==> src/hw/pci_tmo_defs.svh <==
// Purpose: Offsets, field positions and reset values of the timeout block
// Assumes: 32-bit AXI4-Lite data, byte addresses
// Notes: Definitions only
`ifndef PCI_TMO_DEFS_SVH
`define PCI_TMO_DEFS_SVH
// Register byte addresses
`define TMO_ADDR_W 8
`define TMO_CTRL_OFF 8'h00
`define TMO_STS_OFF 8'h04
`define TMO_MASK_OFF 8'h08
`define TMO_CNT_OFF 8'h0c
`define TMO_BC1_OFF 8'h40
// Control fields
`define TMO_TIMER_W 5
`define TMO_TIMER_LSB 0
`define TMO_EN_BIT 5
`define TMO_CTRL_RST 5'h00
// Counter geometry: timer is the top five of eight bits
`define TMO_CNT_W 8
`define TMO_LOW_W 3
// Status and mask bits
`define TMO_STS_W 2
`define TMO_STS_NOTRDY 0
`define TMO_STS_RETRY 1
`define TMO_STS_RST 2'h0
`define TMO_MASK_RST 2'h0
// Bus control one register
`define TMO_BC1_W 8
`define TMO_BC1_RST 8'h00
// AXI responses
`define TMO_RESP_OKAY 2'h0
`define TMO_RESP_SLVERR 2'h2
`endif

==> src/hw/pci_tmo_pkg.sv <==
// Purpose: Types shared by the timeout block
// Assumes: Nothing beyond the defs header
// Notes: Watchdog states are Gray coded along idle-wait-abort-drain
package pci_tmo_pkg;
  // Watchdog state
  typedef enum logic [1:0] {
    ST_IDLE = 2'h0,
    ST_WAIT = 2'h1,
    ST_ABORT = 2'h3,
    ST_DRAIN = 2'h2
  } wd_state_e;
endpackage : pci_tmo_pkg

==> src/hw/pci_master_target_timeout.sv <==
// Purpose: Target response watchdog for the host PCI bus master
// Assumes: PCI clock equals aclk; master status inputs are on aclk
// Notes: Registers over AXI4-Lite; one level interrupt
//
// Our own choice: the AXI4-Lite interface to the registers.
`include "pci_tmo_defs.svh"
`timescale 1ns/1ps
`default_nettype none
module pci_master_target_timeout (
  // Clock and reset
  input wire logic aclk,
  input wire logic aresetn,
  // AXI4-Lite write address
  input wire logic awvalid,
  output logic awready,
  input wire logic [`TMO_ADDR_W-1:0] awaddr,
  input wire logic [2:0] awprot,
  // AXI4-Lite write data
  input wire logic wvalid,
  output logic wready,
  input wire logic [31:0] wdata,
  input wire logic [3:0] wstrb,
  // AXI4-Lite write response
  output logic bvalid,
  input wire logic bready,
  output logic [1:0] bresp,
  // AXI4-Lite read address
  input wire logic arvalid,
  output logic arready,
  input wire logic [`TMO_ADDR_W-1:0] araddr,
  input wire logic [2:0] arprot,
  // AXI4-Lite read data
  output logic rvalid,
  input wire logic rready,
  output logic [31:0] rdata,
  output logic [1:0] rresp,
  // Bus master status, same clock
  input wire logic mst_active,
  input wire logic data_done,
  input wire logic target_retry,
  // Outcome toward the master and system
  output logic master_abort,
  output logic serr_n,
  output logic irq
);
  // Register state
  logic [`TMO_TIMER_W-1:0] timer_reg; // Programmed timeout
  logic enable_reg; // Watchdog on
  logic [`TMO_STS_W-1:0] sts_reg; // Sticky events
  logic [`TMO_STS_W-1:0] mask_reg; // Interrupt enables
  logic [`TMO_BC1_W-1:0] bc1_reg; // Bus control one, stored only
  // Watchdog state
  pci_tmo_pkg::wd_state_e state_reg;
  pci_tmo_pkg::wd_state_e state_next;
  logic [`TMO_CNT_W-1:0] cnt_reg; // Timeout counter
  logic retried_reg; // Retry seen since last good transfer
  logic expire; // Counter ran out this cycle
  logic [`TMO_STS_W-1:0] sts_set; // Events this cycle
  // Write channel capture
  logic aw_held_reg;
  logic w_held_reg;
  logic [`TMO_ADDR_W-1:0] waddr_reg;
  logic [31:0] wdata_reg;
  logic [3:0] wstrb_reg;
  logic do_write;
  logic do_read;
  logic sts_rd_clr; // Read of status clears it

  // Starting value: timer in the top bits, low bits implied zero
  function automatic logic [`TMO_CNT_W-1:0] load_val(
    input logic [`TMO_TIMER_W-1:0] t);
    load_val = {t, {`TMO_LOW_W{1'b0}}};
  endfunction : load_val

  // Address is one of the mapped words
  function automatic logic mapped(input logic [`TMO_ADDR_W-1:0] a);
    mapped = (a == `TMO_CTRL_OFF) || (a == `TMO_STS_OFF) ||
      (a == `TMO_MASK_OFF) || (a == `TMO_CNT_OFF) ||
      (a == `TMO_BC1_OFF);
  endfunction : mapped

  assign do_write = aw_held_reg && w_held_reg && !bvalid;
  assign do_read = arvalid && arready;
  assign sts_rd_clr = do_read && (araddr == `TMO_STS_OFF);
  assign expire = (state_reg == pci_tmo_pkg::ST_WAIT) && mst_active &&
    !data_done && (cnt_reg == {`TMO_CNT_W{1'b0}});

  // Watchdog next state
  always_comb begin
    state_next = state_reg;
    case (state_reg)
      pci_tmo_pkg::ST_IDLE: begin
        // Arm only when software has enabled the timer
        if (mst_active && enable_reg) begin
          state_next = pci_tmo_pkg::ST_WAIT;
        end
      end
      pci_tmo_pkg::ST_WAIT: begin
        if (!mst_active || !enable_reg) begin
          state_next = pci_tmo_pkg::ST_IDLE;
        end else if (expire) begin
          state_next = pci_tmo_pkg::ST_ABORT;
        end
      end
      pci_tmo_pkg::ST_ABORT: begin
        state_next = pci_tmo_pkg::ST_DRAIN;
      end
      pci_tmo_pkg::ST_DRAIN: begin
        // Wait for the master to drop the cycle before rearming
        if (!mst_active) begin
          state_next = pci_tmo_pkg::ST_IDLE;
        end
      end
      default: begin
        state_next = pci_tmo_pkg::ST_IDLE;
      end
    endcase
  end

  // State register
  always_ff @(posedge aclk) begin
    if (!aresetn) begin
      state_reg <= pci_tmo_pkg::ST_IDLE;
    end else begin
      state_reg <= state_next;
    end
  end

  // Timeout counter
  always_ff @(posedge aclk) begin
    if (!aresetn) begin
      cnt_reg <= {`TMO_CNT_W{1'b0}};
    end else if (state_reg != pci_tmo_pkg::ST_WAIT) begin
      cnt_reg <= load_val(timer_reg);
    end else if (data_done) begin
      cnt_reg <= load_val(timer_reg);
    end else if (cnt_reg != {`TMO_CNT_W{1'b0}}) begin
      // Retries do not reload, so a retrying target still times out
      cnt_reg <= cnt_reg - 8'h01;
    end
  end

  // Remember retries since the last good data transfer
  always_ff @(posedge aclk) begin
    if (!aresetn) begin
      retried_reg <= 1'b0;
    end else if (state_reg != pci_tmo_pkg::ST_WAIT || data_done) begin
      retried_reg <= 1'b0;
    end else if (target_retry) begin
      retried_reg <= 1'b1;
    end
  end

  // Abort and system error, one cycle each
  always_ff @(posedge aclk) begin
    if (!aresetn) begin
      master_abort <= 1'b0;
      serr_n <= 1'b1;
    end else begin
      master_abort <= expire;
      serr_n <= !expire;
    end
  end

  // Events by cause
  assign sts_set[`TMO_STS_NOTRDY] = expire && !retried_reg;
  assign sts_set[`TMO_STS_RETRY] = expire && retried_reg;

  // Sticky status; a new event wins over the read clear
  always_ff @(posedge aclk) begin
    if (!aresetn) begin
      sts_reg <= `TMO_STS_RST;
    end else if (sts_rd_clr) begin
      sts_reg <= sts_set;
    end else begin
      sts_reg <= sts_reg | sts_set;
    end
  end

  // Interrupt level
  always_ff @(posedge aclk) begin
    if (!aresetn) begin
      irq <= 1'b0;
    end else begin
      irq <= |(sts_reg & mask_reg);
    end
  end

  // Write address and data are taken in either order
  always_ff @(posedge aclk) begin
    if (!aresetn) begin
      aw_held_reg <= 1'b0;
      waddr_reg <= {`TMO_ADDR_W{1'b0}};
      awready <= 1'b0;
    end else begin
      awready <= !aw_held_reg && !awready;
      if (awvalid && awready) begin
        aw_held_reg <= 1'b1;
        waddr_reg <= awaddr;
        awready <= 1'b0;
      end else if (do_write) begin
        aw_held_reg <= 1'b0;
      end
    end
  end

  // Write data capture
  always_ff @(posedge aclk) begin
    if (!aresetn) begin
      w_held_reg <= 1'b0;
      wdata_reg <= 32'h0;
      wstrb_reg <= 4'h0;
      wready <= 1'b0;
    end else begin
      wready <= !w_held_reg && !wready;
      if (wvalid && wready) begin
        w_held_reg <= 1'b1;
        wdata_reg <= wdata;
        wstrb_reg <= wstrb;
        wready <= 1'b0;
      end else if (do_write) begin
        w_held_reg <= 1'b0;
      end
    end
  end

  // Write response
  always_ff @(posedge aclk) begin
    if (!aresetn) begin
      bvalid <= 1'b0;
      bresp <= `TMO_RESP_OKAY;
    end else if (do_write) begin
      bvalid <= 1'b1;
      // Unmapped addresses answer with a slave error
      bresp <= mapped(waddr_reg) ? `TMO_RESP_OKAY : `TMO_RESP_SLVERR;
    end else if (bready) begin
      bvalid <= 1'b0;
    end
  end

  // Software writable registers; all fields sit in byte lane 0
  always_ff @(posedge aclk) begin
    if (!aresetn) begin
      timer_reg <= `TMO_CTRL_RST;
      enable_reg <= 1'b0;
      mask_reg <= `TMO_MASK_RST;
      bc1_reg <= `TMO_BC1_RST;
    end else if (do_write && wstrb_reg[0]) begin
      case (waddr_reg)
        `TMO_CTRL_OFF: begin
          timer_reg <= wdata_reg[`TMO_TIMER_LSB+:`TMO_TIMER_W];
          enable_reg <= wdata_reg[`TMO_EN_BIT];
        end
        `TMO_MASK_OFF: begin
          mask_reg <= wdata_reg[`TMO_STS_W-1:0];
        end
        `TMO_BC1_OFF: begin
          bc1_reg <= wdata_reg[`TMO_BC1_W-1:0];
        end
        default: begin
          // Read-only or unmapped: nothing stored
        end
      endcase
    end
  end

  // Read address accepted only while no answer is pending
  always_ff @(posedge aclk) begin
    if (!aresetn) begin
      arready <= 1'b0;
    end else begin
      arready <= !rvalid && !arready && !do_read;
    end
  end

  // Read data
  always_ff @(posedge aclk) begin
    if (!aresetn) begin
      rvalid <= 1'b0;
      rdata <= 32'h0;
      rresp <= `TMO_RESP_OKAY;
    end else if (do_read) begin
      rvalid <= 1'b1;
      rresp <= mapped(araddr) ? `TMO_RESP_OKAY : `TMO_RESP_SLVERR;
      case (araddr)
        `TMO_CTRL_OFF: rdata <= {26'h0, enable_reg, timer_reg};
        `TMO_STS_OFF: rdata <= {30'h0, sts_reg};
        `TMO_MASK_OFF: rdata <= {30'h0, mask_reg};
        `TMO_CNT_OFF: rdata <= {24'h0, cnt_reg};
        `TMO_BC1_OFF: rdata <= {24'h0, bc1_reg};
        default: rdata <= 32'h0;
      endcase
    end else if (rready) begin
      rvalid <= 1'b0;
    end
  end

  // Checks
  property p_load;
    @(posedge aclk) disable iff (!aresetn)
    (state_reg == pci_tmo_pkg::ST_IDLE) ##1
    (state_reg == pci_tmo_pkg::ST_WAIT) |->
    cnt_reg == {$past(timer_reg), 3'h0};
  endproperty
  a_load: assert property (p_load)
    else $error("counter not loaded from timer");

  property p_reload;
    @(posedge aclk) disable iff (!aresetn)
    (state_reg == pci_tmo_pkg::ST_WAIT) && mst_active && enable_reg &&
    data_done |=> cnt_reg == {timer_reg, 3'h0};
  endproperty
  a_reload: assert property (p_reload)
    else $error("counter not reloaded on data transfer");

  property p_abort;
    @(posedge aclk) disable iff (!aresetn)
    (state_reg == pci_tmo_pkg::ST_WAIT) && mst_active && !data_done &&
    cnt_reg == 8'h00 |=> master_abort ##1 !master_abort;
  endproperty
  a_abort: assert property (p_abort)
    else $error("missing single master abort on expiry");

  property p_serr;
    @(posedge aclk) disable iff (!aresetn)
    master_abort |-> !serr_n && state_reg == pci_tmo_pkg::ST_ABORT;
  endproperty
  a_serr: assert property (p_serr)
    else $error("abort without system error");

  property p_retry_count;
    @(posedge aclk) disable iff (!aresetn)
    (state_reg == pci_tmo_pkg::ST_WAIT) && target_retry && !data_done &&
    cnt_reg != 8'h00 |=> cnt_reg != {timer_reg, 3'h0} ||
    $past(cnt_reg) == 8'h01;
  endproperty
  a_retry_count: assert property (p_retry_count)
    else $error("retry reloaded the counter");

  property p_retry_abort;
    @(posedge aclk) disable iff (!aresetn)
    expire && retried_reg |=> master_abort && !serr_n ##1
    sts_reg[`TMO_STS_RETRY];
  endproperty
  a_retry_abort: assert property (p_retry_abort)
    else $error("retry timeout not aborted");

  property p_step;
    @(posedge aclk) disable iff (!aresetn)
    (state_reg == pci_tmo_pkg::ST_WAIT) && !data_done &&
    cnt_reg != 8'h00 |=> cnt_reg == $past(cnt_reg) - 8'h01;
  endproperty
  a_step: assert property (p_step)
    else $error("counter did not step by one");
endmodule : pci_master_target_timeout
`default_nettype wire

==> config.mk <==
export PLATFORM = sky130hd
export DESIGN_NAME = pci_master_target_timeout
export DESIGN_NICKNAME = d
export VERILOG_FILES = /design/src/hw/pci_tmo_pkg.sv /design/src/hw/pci_master_target_timeout.sv
export VERILOG_INCLUDE_DIRS = /design/src /design/src/hw
export SDC_FILE = /design/constraint.sdc
export NUM_CORES = 1
export LEC_CHECK = 0
export ABC_CLOCK_PERIOD_IN_PS = 5500
export BUFFER_PORTS_ARGS = -buffer_cell sky130_fd_sc_hd__buf_2
export CAP_MARGIN = 5
export CORE_UTILIZATION = 53
export DETAILED_ROUTE_END_ITERATION = 10
export PLACE_DENSITY = 0.85
export SLEW_MARGIN = 10
export SYNTH_ARGS = -nofsm -noshare
export SYNTH_HDL_FRONTEND = slang
export SYNTH_SLANG_ARGS = --single-unit
==> constraint.sdc <==
create_clock -name aclk -period 5.5 [get_ports aclk]
set_input_delay 0.55 -clock aclk [delete_from_list [all_inputs] [get_ports aclk]]
set_output_delay 0.55 -clock aclk [all_outputs]
set_load 0.1 [all_outputs]
==> qor.csv, run 1 <==
stage;metric;value;unit
die;die width;77.3;um
setup_path;R2R depth;6;
detailed_routing;Vias;2363;
detailed_routing;first drt pass iteration count;4;
synth;Synth top area share;44.0;%
placement;Placed Area;0.00320;mm2
synth;Post-Syn Area per Cell;9.18;um2
worst_hold_path;worst hold path class;in -> reg;
detailed_routing;Total Wirelength;6290;um
die;Placeable Area;0.00547;mm2
setup_path;Worst setup SP type;register;
timing;Final Hold Fails;0;
global_route;vias in the first global route;2191;
clock_network;post-CTS resize count;0;
pwr;Power Density;325;mW/mm2
synth;Syn Inst Count;327;
layout;nets@finish;445;
clock_network;CTS buffer count;9;
detailed_routing;Wirelength per Cell;13.9;um
layout;design area;0.00341;mm2
placement;PortBufs;52;
layout;Non-Filler Instances;453;
clock_network;CTS tree;built;
detailed_routing;DRT iter0 DRCs;151;
synth;Synth cell types;45;
clock_network;clock latency on the worst-skew pair;340;ps
synth;Post-synth ARST share;0;%
clock_network;Longest Clk Path Bufs;2;
worst_hold_path;WHS Endpoint;retried_reg;
synth;Yosys top cell by area;dfxtp_1;
setup_path;reg2reg end;sts_reg[0];
clock_network;CTS Sinks;66;
global_route;first-pass GRT wire length;10200;um
synth;Post-synth EDFFs;0;
setup_path;crit end category;register;
setup_path;slowest cell on the critical path;or3b_2;
outcome;status;finished, final reports clean;
placement;Final HPWL DP;4270;um
setup_path;Arrival @ worst endpoint;2560;ps
timing;max_slew headroom;31.4;%
run;MaxCap Viol Count;0;
die;die height;77.3;um
timing;minimum clock period;2300;ps
detailed_routing;vias per inst;5.22;
die;Starting Density;54.8;%
synth;Yosys Warn Count;0;
synth;leading post-synthesis cells by cell area;dfxtp_1 (44%), buf_4 (6.5%), mux2i_1 (6.0%);
setup_path;Reg2Reg Setup Slack;3200;ps
synth;ys flop type;dfxtp_1;
clock_network;Hold Buf Count CTS;0;
clock_network;root buffer cell;clkbuf_8;
clock_network;clk slew on worst S/H paths;70;ps
placement;Inst Count DP;437;
setup_path;Worst EP required;5760;ps
worst_hold_path;Worst Hold Launch;target_retry;
timing;Max Clk Rate;0.435;GHz
die;I/O pins;112;
detailed_routing;Routed Antenna Nets;0;
timing;Tightest Pin Transition;1030;ps
setup_path;worst-path cell chain;inv_1 > ha_1 > or3b_2 > nor3_1 > nand4_1 > o21ai_0;
timing;setup TNS after final layout;0;ps
global_route;pin count of the biggest net entering global routing;64;
timing;setup skew after layout;6.05;ps
setup_path;critical path fanouts, max;5;
timing;RSZ-0062 raised after global routing;false;
layout;Fillers;468;
placement;RePlAce Congestion;0.851;
detailed_routing;drt drc;0;
clock_network;H-tree depth;3;
pwr;Leak;1.38;nW
global_route;Global Route Usage Sum;22.4;%
worst_hold_path;Hold Path Depth;3;
synth;register area share after synthesis;44.0;%
setup_path;worst r2r src;cnt_reg[0];
die;Die Area;0.00597;mm2
die;# rows;27;
layout;synthesis-to-layout area growth;13.7;%
setup_path;critical path class;reg -> reg;
layout;layout cell share with drive strength beyond 1;20.2;%
layout;Antenna diodes;0;
global_route;total congestion overflow;0;
timing;period utilisation layout;41.8;%
synth;mapped cell area;0.00300;mm2
setup_path;Max stage delay on crit path;530;ps
synth;synthesized flop and latch total;66;
timing;Hold Slack;408;ps
timing;# setup viols final;0;
global_route;initial antenna violation count;0;
pwr;maximum vdd drop;0.178;mV
pwr;final total power;1.11;mW
clock_network;# Post-CTS Setup Buffers;0;
timing;fin. max-slew vios;0;
-- cells in the mapped netlist, drive strengths merged, types with 3 or more instances --
cell type / n
nand2: 37
nor4: 4
a21boi: 22
nor2: 8
mux2: 5
buf: 26
inv: 8
nand4b: 4
a31oi: 7
nand4: 3
nor3: 4
o21ai: 19
a22oi: 5
and2: 6
mux2i: 18
dfxtp: 66
nor2b: 19
clkbuf: 14
nand3: 18
nor3b: 4
-- layout by cell type, fill, tap and decap left out, types with 4 or more instances in the layout --
master / netlist / routed
o21ai_0: 19 / 19
dfxtp_1: 66 / 66
inv_1: 8 / 8
a22oi_1: 5 / 5
nor2_1: 8 / 8
clkbuf_8: 1 / 13
a31oi_1: 7 / 7
a21boi_0: 22 / 22
nor2b_1: 19 / 19
buf_2: 0 / 52
nand4b_1: 4 / 4
mux2_2: 5 / 5
nor3b_1: 4 / 4
nand2_1: 37 / 37
and2_1: 6 / 6
conb_1: 1 / 26
nor3_1: 4 / 4
mux2i_1: 18 / 18
nand3_1: 18 / 18
-- per-stage QoR --
step | utilization [%] | setup slack [ps]
after floorplan | - | 3490
after global placement | 58.4 | 3250
after detailed placement | 58.4 | 3170
after CTS | 62.3 | 3180
after global routing | 62.3 | 2980
final | 62.3 | 3200
-- layer usage --
metal | global-route usage, % | share of wire (%)
met1 | 27.2 | 44
met2 | 35.4 | 49
met3 | 6.19 | 5.1
met4 | 13.0 | 2.0
met5 | 0 | 0
-- cell type report --
class	instances	area, um2	area share [%]
Sequential cell	66	1320	38.7
Clock buffer	15	186	5.46
Clock inverter	1	30.0	0.880
Inverter	8	30.0	0.880
Multi-Input combinational cell	238	1490	43.6
Tap cell	72	90.1	2.64
Timing Repair Buffer	53	268	7.85
-- report_power, final --
| part | internal, mW | total [mW] | switching (mW) |
|---|---|---|---|
| logic | 0.0287 | 0.175 | 0.146 |
| clock network | 0.260 | 0.433 | 0.174 |
| registers | 0.490 | 0.501 | 0.0113 |
-- worst max-delay path: cells and delay by family, from the launching register on --
family | cells | cell delay (ps)
AND/OR/NAND/NOR | 3 | 1260
flip-flops | 1 | 360
AO/OA/AOI/OAI | 1 | 270
adder cells (fa/ha/maj) | 1 | 230
buffers and inverters | 1 | 100
-- worst max path at each step --
stage                           from    endpoint  depth (start not counted)
after floorplan               bvalid  enable_reg                          5
after global placement    cnt_reg[0]  sts_reg[1]                          6
after detailed placement   araddr[5]  sts_reg[0]                          5
after CTS                 cnt_reg[0]  sts_reg[1]                          6
after global routing      cnt_reg[0]  sts_reg[0]                          6
final                     cnt_reg[0]  sts_reg[0]                          6
-- logic make-up (layout without fill, tap and decap cells) --
logic type	count (synthesis)	after routing	share of synthesized area (%)
buffers and inverters	48	77	9.59
xor gates and xnor gates	3	3	0.876
adders and majority gates	1	1	0.417
and+or+nand+nor	118	118	21.7
DFF	66	66	44.0
muxes	24	24	8.63
AOI/OAI and AO/OA	66	66	14.7
other	1	26	0.125
No activity file was read; power rests on OpenSTA's default activity.
==> run 2: changes to the inputs <==
--- a/config.mk
+++ b/config.mk
@@ -6,12 +6,12 @@
 export SDC_FILE = /design/constraint.sdc
 export NUM_CORES = 1
 export LEC_CHECK = 0
-export ABC_CLOCK_PERIOD_IN_PS = 5500
+export ABC_CLOCK_PERIOD_IN_PS = 2400
 export BUFFER_PORTS_ARGS = -buffer_cell sky130_fd_sc_hd__buf_2
 export CAP_MARGIN = 5
-export CORE_UTILIZATION = 53
+export CORE_UTILIZATION = 49
 export DETAILED_ROUTE_END_ITERATION = 10
-export PLACE_DENSITY = 0.85
+export PLACE_DENSITY = 0.8
 export SLEW_MARGIN = 10
 export SYNTH_ARGS = -nofsm -noshare
 export SYNTH_HDL_FRONTEND = slang
==> constraint.sdc (replaced) <==
create_clock -name aclk -period 2.4 [get_ports aclk]
set_input_delay 0.24 -clock aclk [delete_from_list [all_inputs] [get_ports aclk]]
set_output_delay 0.24 -clock aclk [all_outputs]
set_load 0.1 [all_outputs]
==> run 2 against run 1 <==
Compared with the run above: wire length is 3.3% lower; critical endpoint is now cnt_reg[5]; largest cell class unchanged; highest routed layer unchanged; clock skew is 3.3 ps higher; setup slack worse by 2900 ps.
==> qor.csv, run 2 (synthesis gave the netlist of run 1 again) <==
stage;metric;value;unit;change
outcome;status;finished, final reports clean;;
timing;setup skew after layout;9.31;ps;+3.26 ps
die;Die Area;0.00644;mm2;+7.9%
placement;RePlAce Congestion;0.837;;-1.6%
clock_network;clk slew on worst S/H paths;70;ps;about the same
clock_network;CTS tree;built;;
timing;fin. max-slew vios;0;;unchanged
layout;commonest non-fill, non-tap cell in the layout;dfxtp_1;;
setup_path;critical path class;reg -> reg;;
clock_network;Hold Buf Count CTS;0;;unchanged
die;die height;80.3;um;+3.9%
global_route;total congestion overflow;0;;unchanged
detailed_routing;Wirelength per Cell;13.2;um;-5.1%
setup_path;Worst setup SP type;register;;
die;# rows;28;;+3.7%
clock_network;CTS Sinks;66;;unchanged
global_route;Global Route Usage Sum;20.6;%;-1.8 points
pwr;Leak;1.41;nW;+1.6%
die;I/O pins;112;;unchanged
placement;post-place setup slack;371;ps;-2790 ps
detailed_routing;Routed Antenna Nets;0;;unchanged
setup_path;critical path fanouts, max;5;;unchanged
setup_path;crit end category;register;;
layout;synthesis-to-layout area growth;14.5;%;
detailed_routing;vias per inst;5.27;;+1.0%
clock_network;root buffer cell;clkbuf_8;;
setup_path;Worst EP required;2620;ps;-3140 ps
timing;minimum clock period;2090;ps;-205 ps
clock_network;CTS buffer count;9;;unchanged
run;MaxCap Viol Count;0;;unchanged
detailed_routing;Vias;2434;;+3.0%
pwr;Power Density;712;mW/mm2;+120%
clock_network;H-tree depth;3;;unchanged
timing;Tightest Pin Transition;633;ps;-393 ps
layout;nets@finish;452;;+1.6%
detailed_routing;drt drc;0;;unchanged
timing;setup TNS after final layout;0;ps;unchanged
layout;fin util;58.1;%;-4.3 points
layout;most frequent cells in the layout;dfxtp_1 (66), buf_2 (52), nand2_1 (37);;
timing;Final Hold Fails;0;;unchanged
timing;max_slew headroom;57.4;%;+26 points
clock_network;# Post-CTS Setup Buffers;0;;unchanged
clock_network;clock latency on the worst-skew pair;330;ps;about the same
clock_network;post-CTS resize count;0;;unchanged
die;Placeable Area;0.00592;mm2;+8.2%
die;Starting Density;50.7;%;-4.1 points
layout;layout cell share with drive strength beyond 1;21.4;%;+1.2 points
setup_path;Arrival @ worst endpoint;2310;ps;-250 ps
pwr;final total power;2.45;mW;+120%
global_route;initial antenna violation count;0;;unchanged
die;die width;80.3;um;+3.9%
clock_network;Longest Clk Path Bufs;2;;unchanged
worst_hold_path;worst hold path class;in -> reg;;
timing;period utilisation layout;87.3;%;+45 points
detailed_routing;first drt pass iteration count;6;;+2
detailed_routing;Total Wirelength;6090;um;-3.3%
global_route;pin count of the biggest net entering global routing;24;;-63%
global_route;vias in the first global route;2154;;-1.7%
detailed_routing;DRT iter0 DRCs;141;;-6.6%
timing;Max Clk Rate;0.477;GHz;+9.8%
layout;Antenna diodes;0;;unchanged
timing;RSZ-0062 raised after global routing;false;;
pwr;maximum vdd drop;0.349;mV;+96%
placement;Final HPWL DP;4330;um;+1.4%
timing;# setup viols final;0;;unchanged
placement;PortBufs;52;;unchanged
timing;PnR worst setup slack;306;ps;-2890 ps
global_route;first-pass GRT wire length;9940;um;-3.0%
==> run 2: final timing paths <==
| kind | startpoint | to | slack [ps] | cells past startpoint |
|---|---|---|---|---|
| setup / recovery | cnt_reg[0] | cnt_reg[5] | 310 | 6 |
| hold / removal | target_retry | retried_reg | 120 | 3 |
| setup reg to reg | cnt_reg[0] | cnt_reg[5] | 310 | 6 |
| hold reg to reg | rvalid | arready | 450 | 1 |
==> run 2: through the flow <==
step | hold slack (ps) | cell area, um2 | std cells
3_3_place_gp | 426 | 3250 | 447
6_report | 119 | 3440 | 462
2_1_floorplan | 356 | 3100 | 352
3_5_place_dp | 435 | 3250 | 447
5_1_grt | 114 | 3440 | 462
4_1_cts | 110 | 3440 | 462
==> run 2: where the power goes <==
part	switching, mW	internal [mW]
combinational	0.336	0.0688
sequential	0.0255	1.12
clock	0.394	0.500
total	0.755	1.69
==> run 2: layout make-up <==
type | instances | area [um2]
Clock buffer | 12 | 145
Clock inverter | 3 | 40.0
Fill cell | 532 | 2480
Inverter | 8 | 30.0
Multi-Input combinational cell | 238 | 1490
Sequential cell | 66 | 1320
Tap cell | 75 | 93.8
Timing Repair Buffer | 60 | 320
==> run 2: critical path, stage by stage (launching register included) <==
cell and delay, ps:
dfxtp_1 360, inv_1 110, ha_1 210, or3b_2 520, or3_1 460, a31oi_1 210, o22ai_1 100
==> run 2: layer usage <==
layer	vias up	routed length [um]	track usage [%]
li1	1215	-	-
met1	1129	2690	25.2
met2	79	2980	33.5
met3	11	295	4.43
met4	0	121	11.1
met5	-	0	0
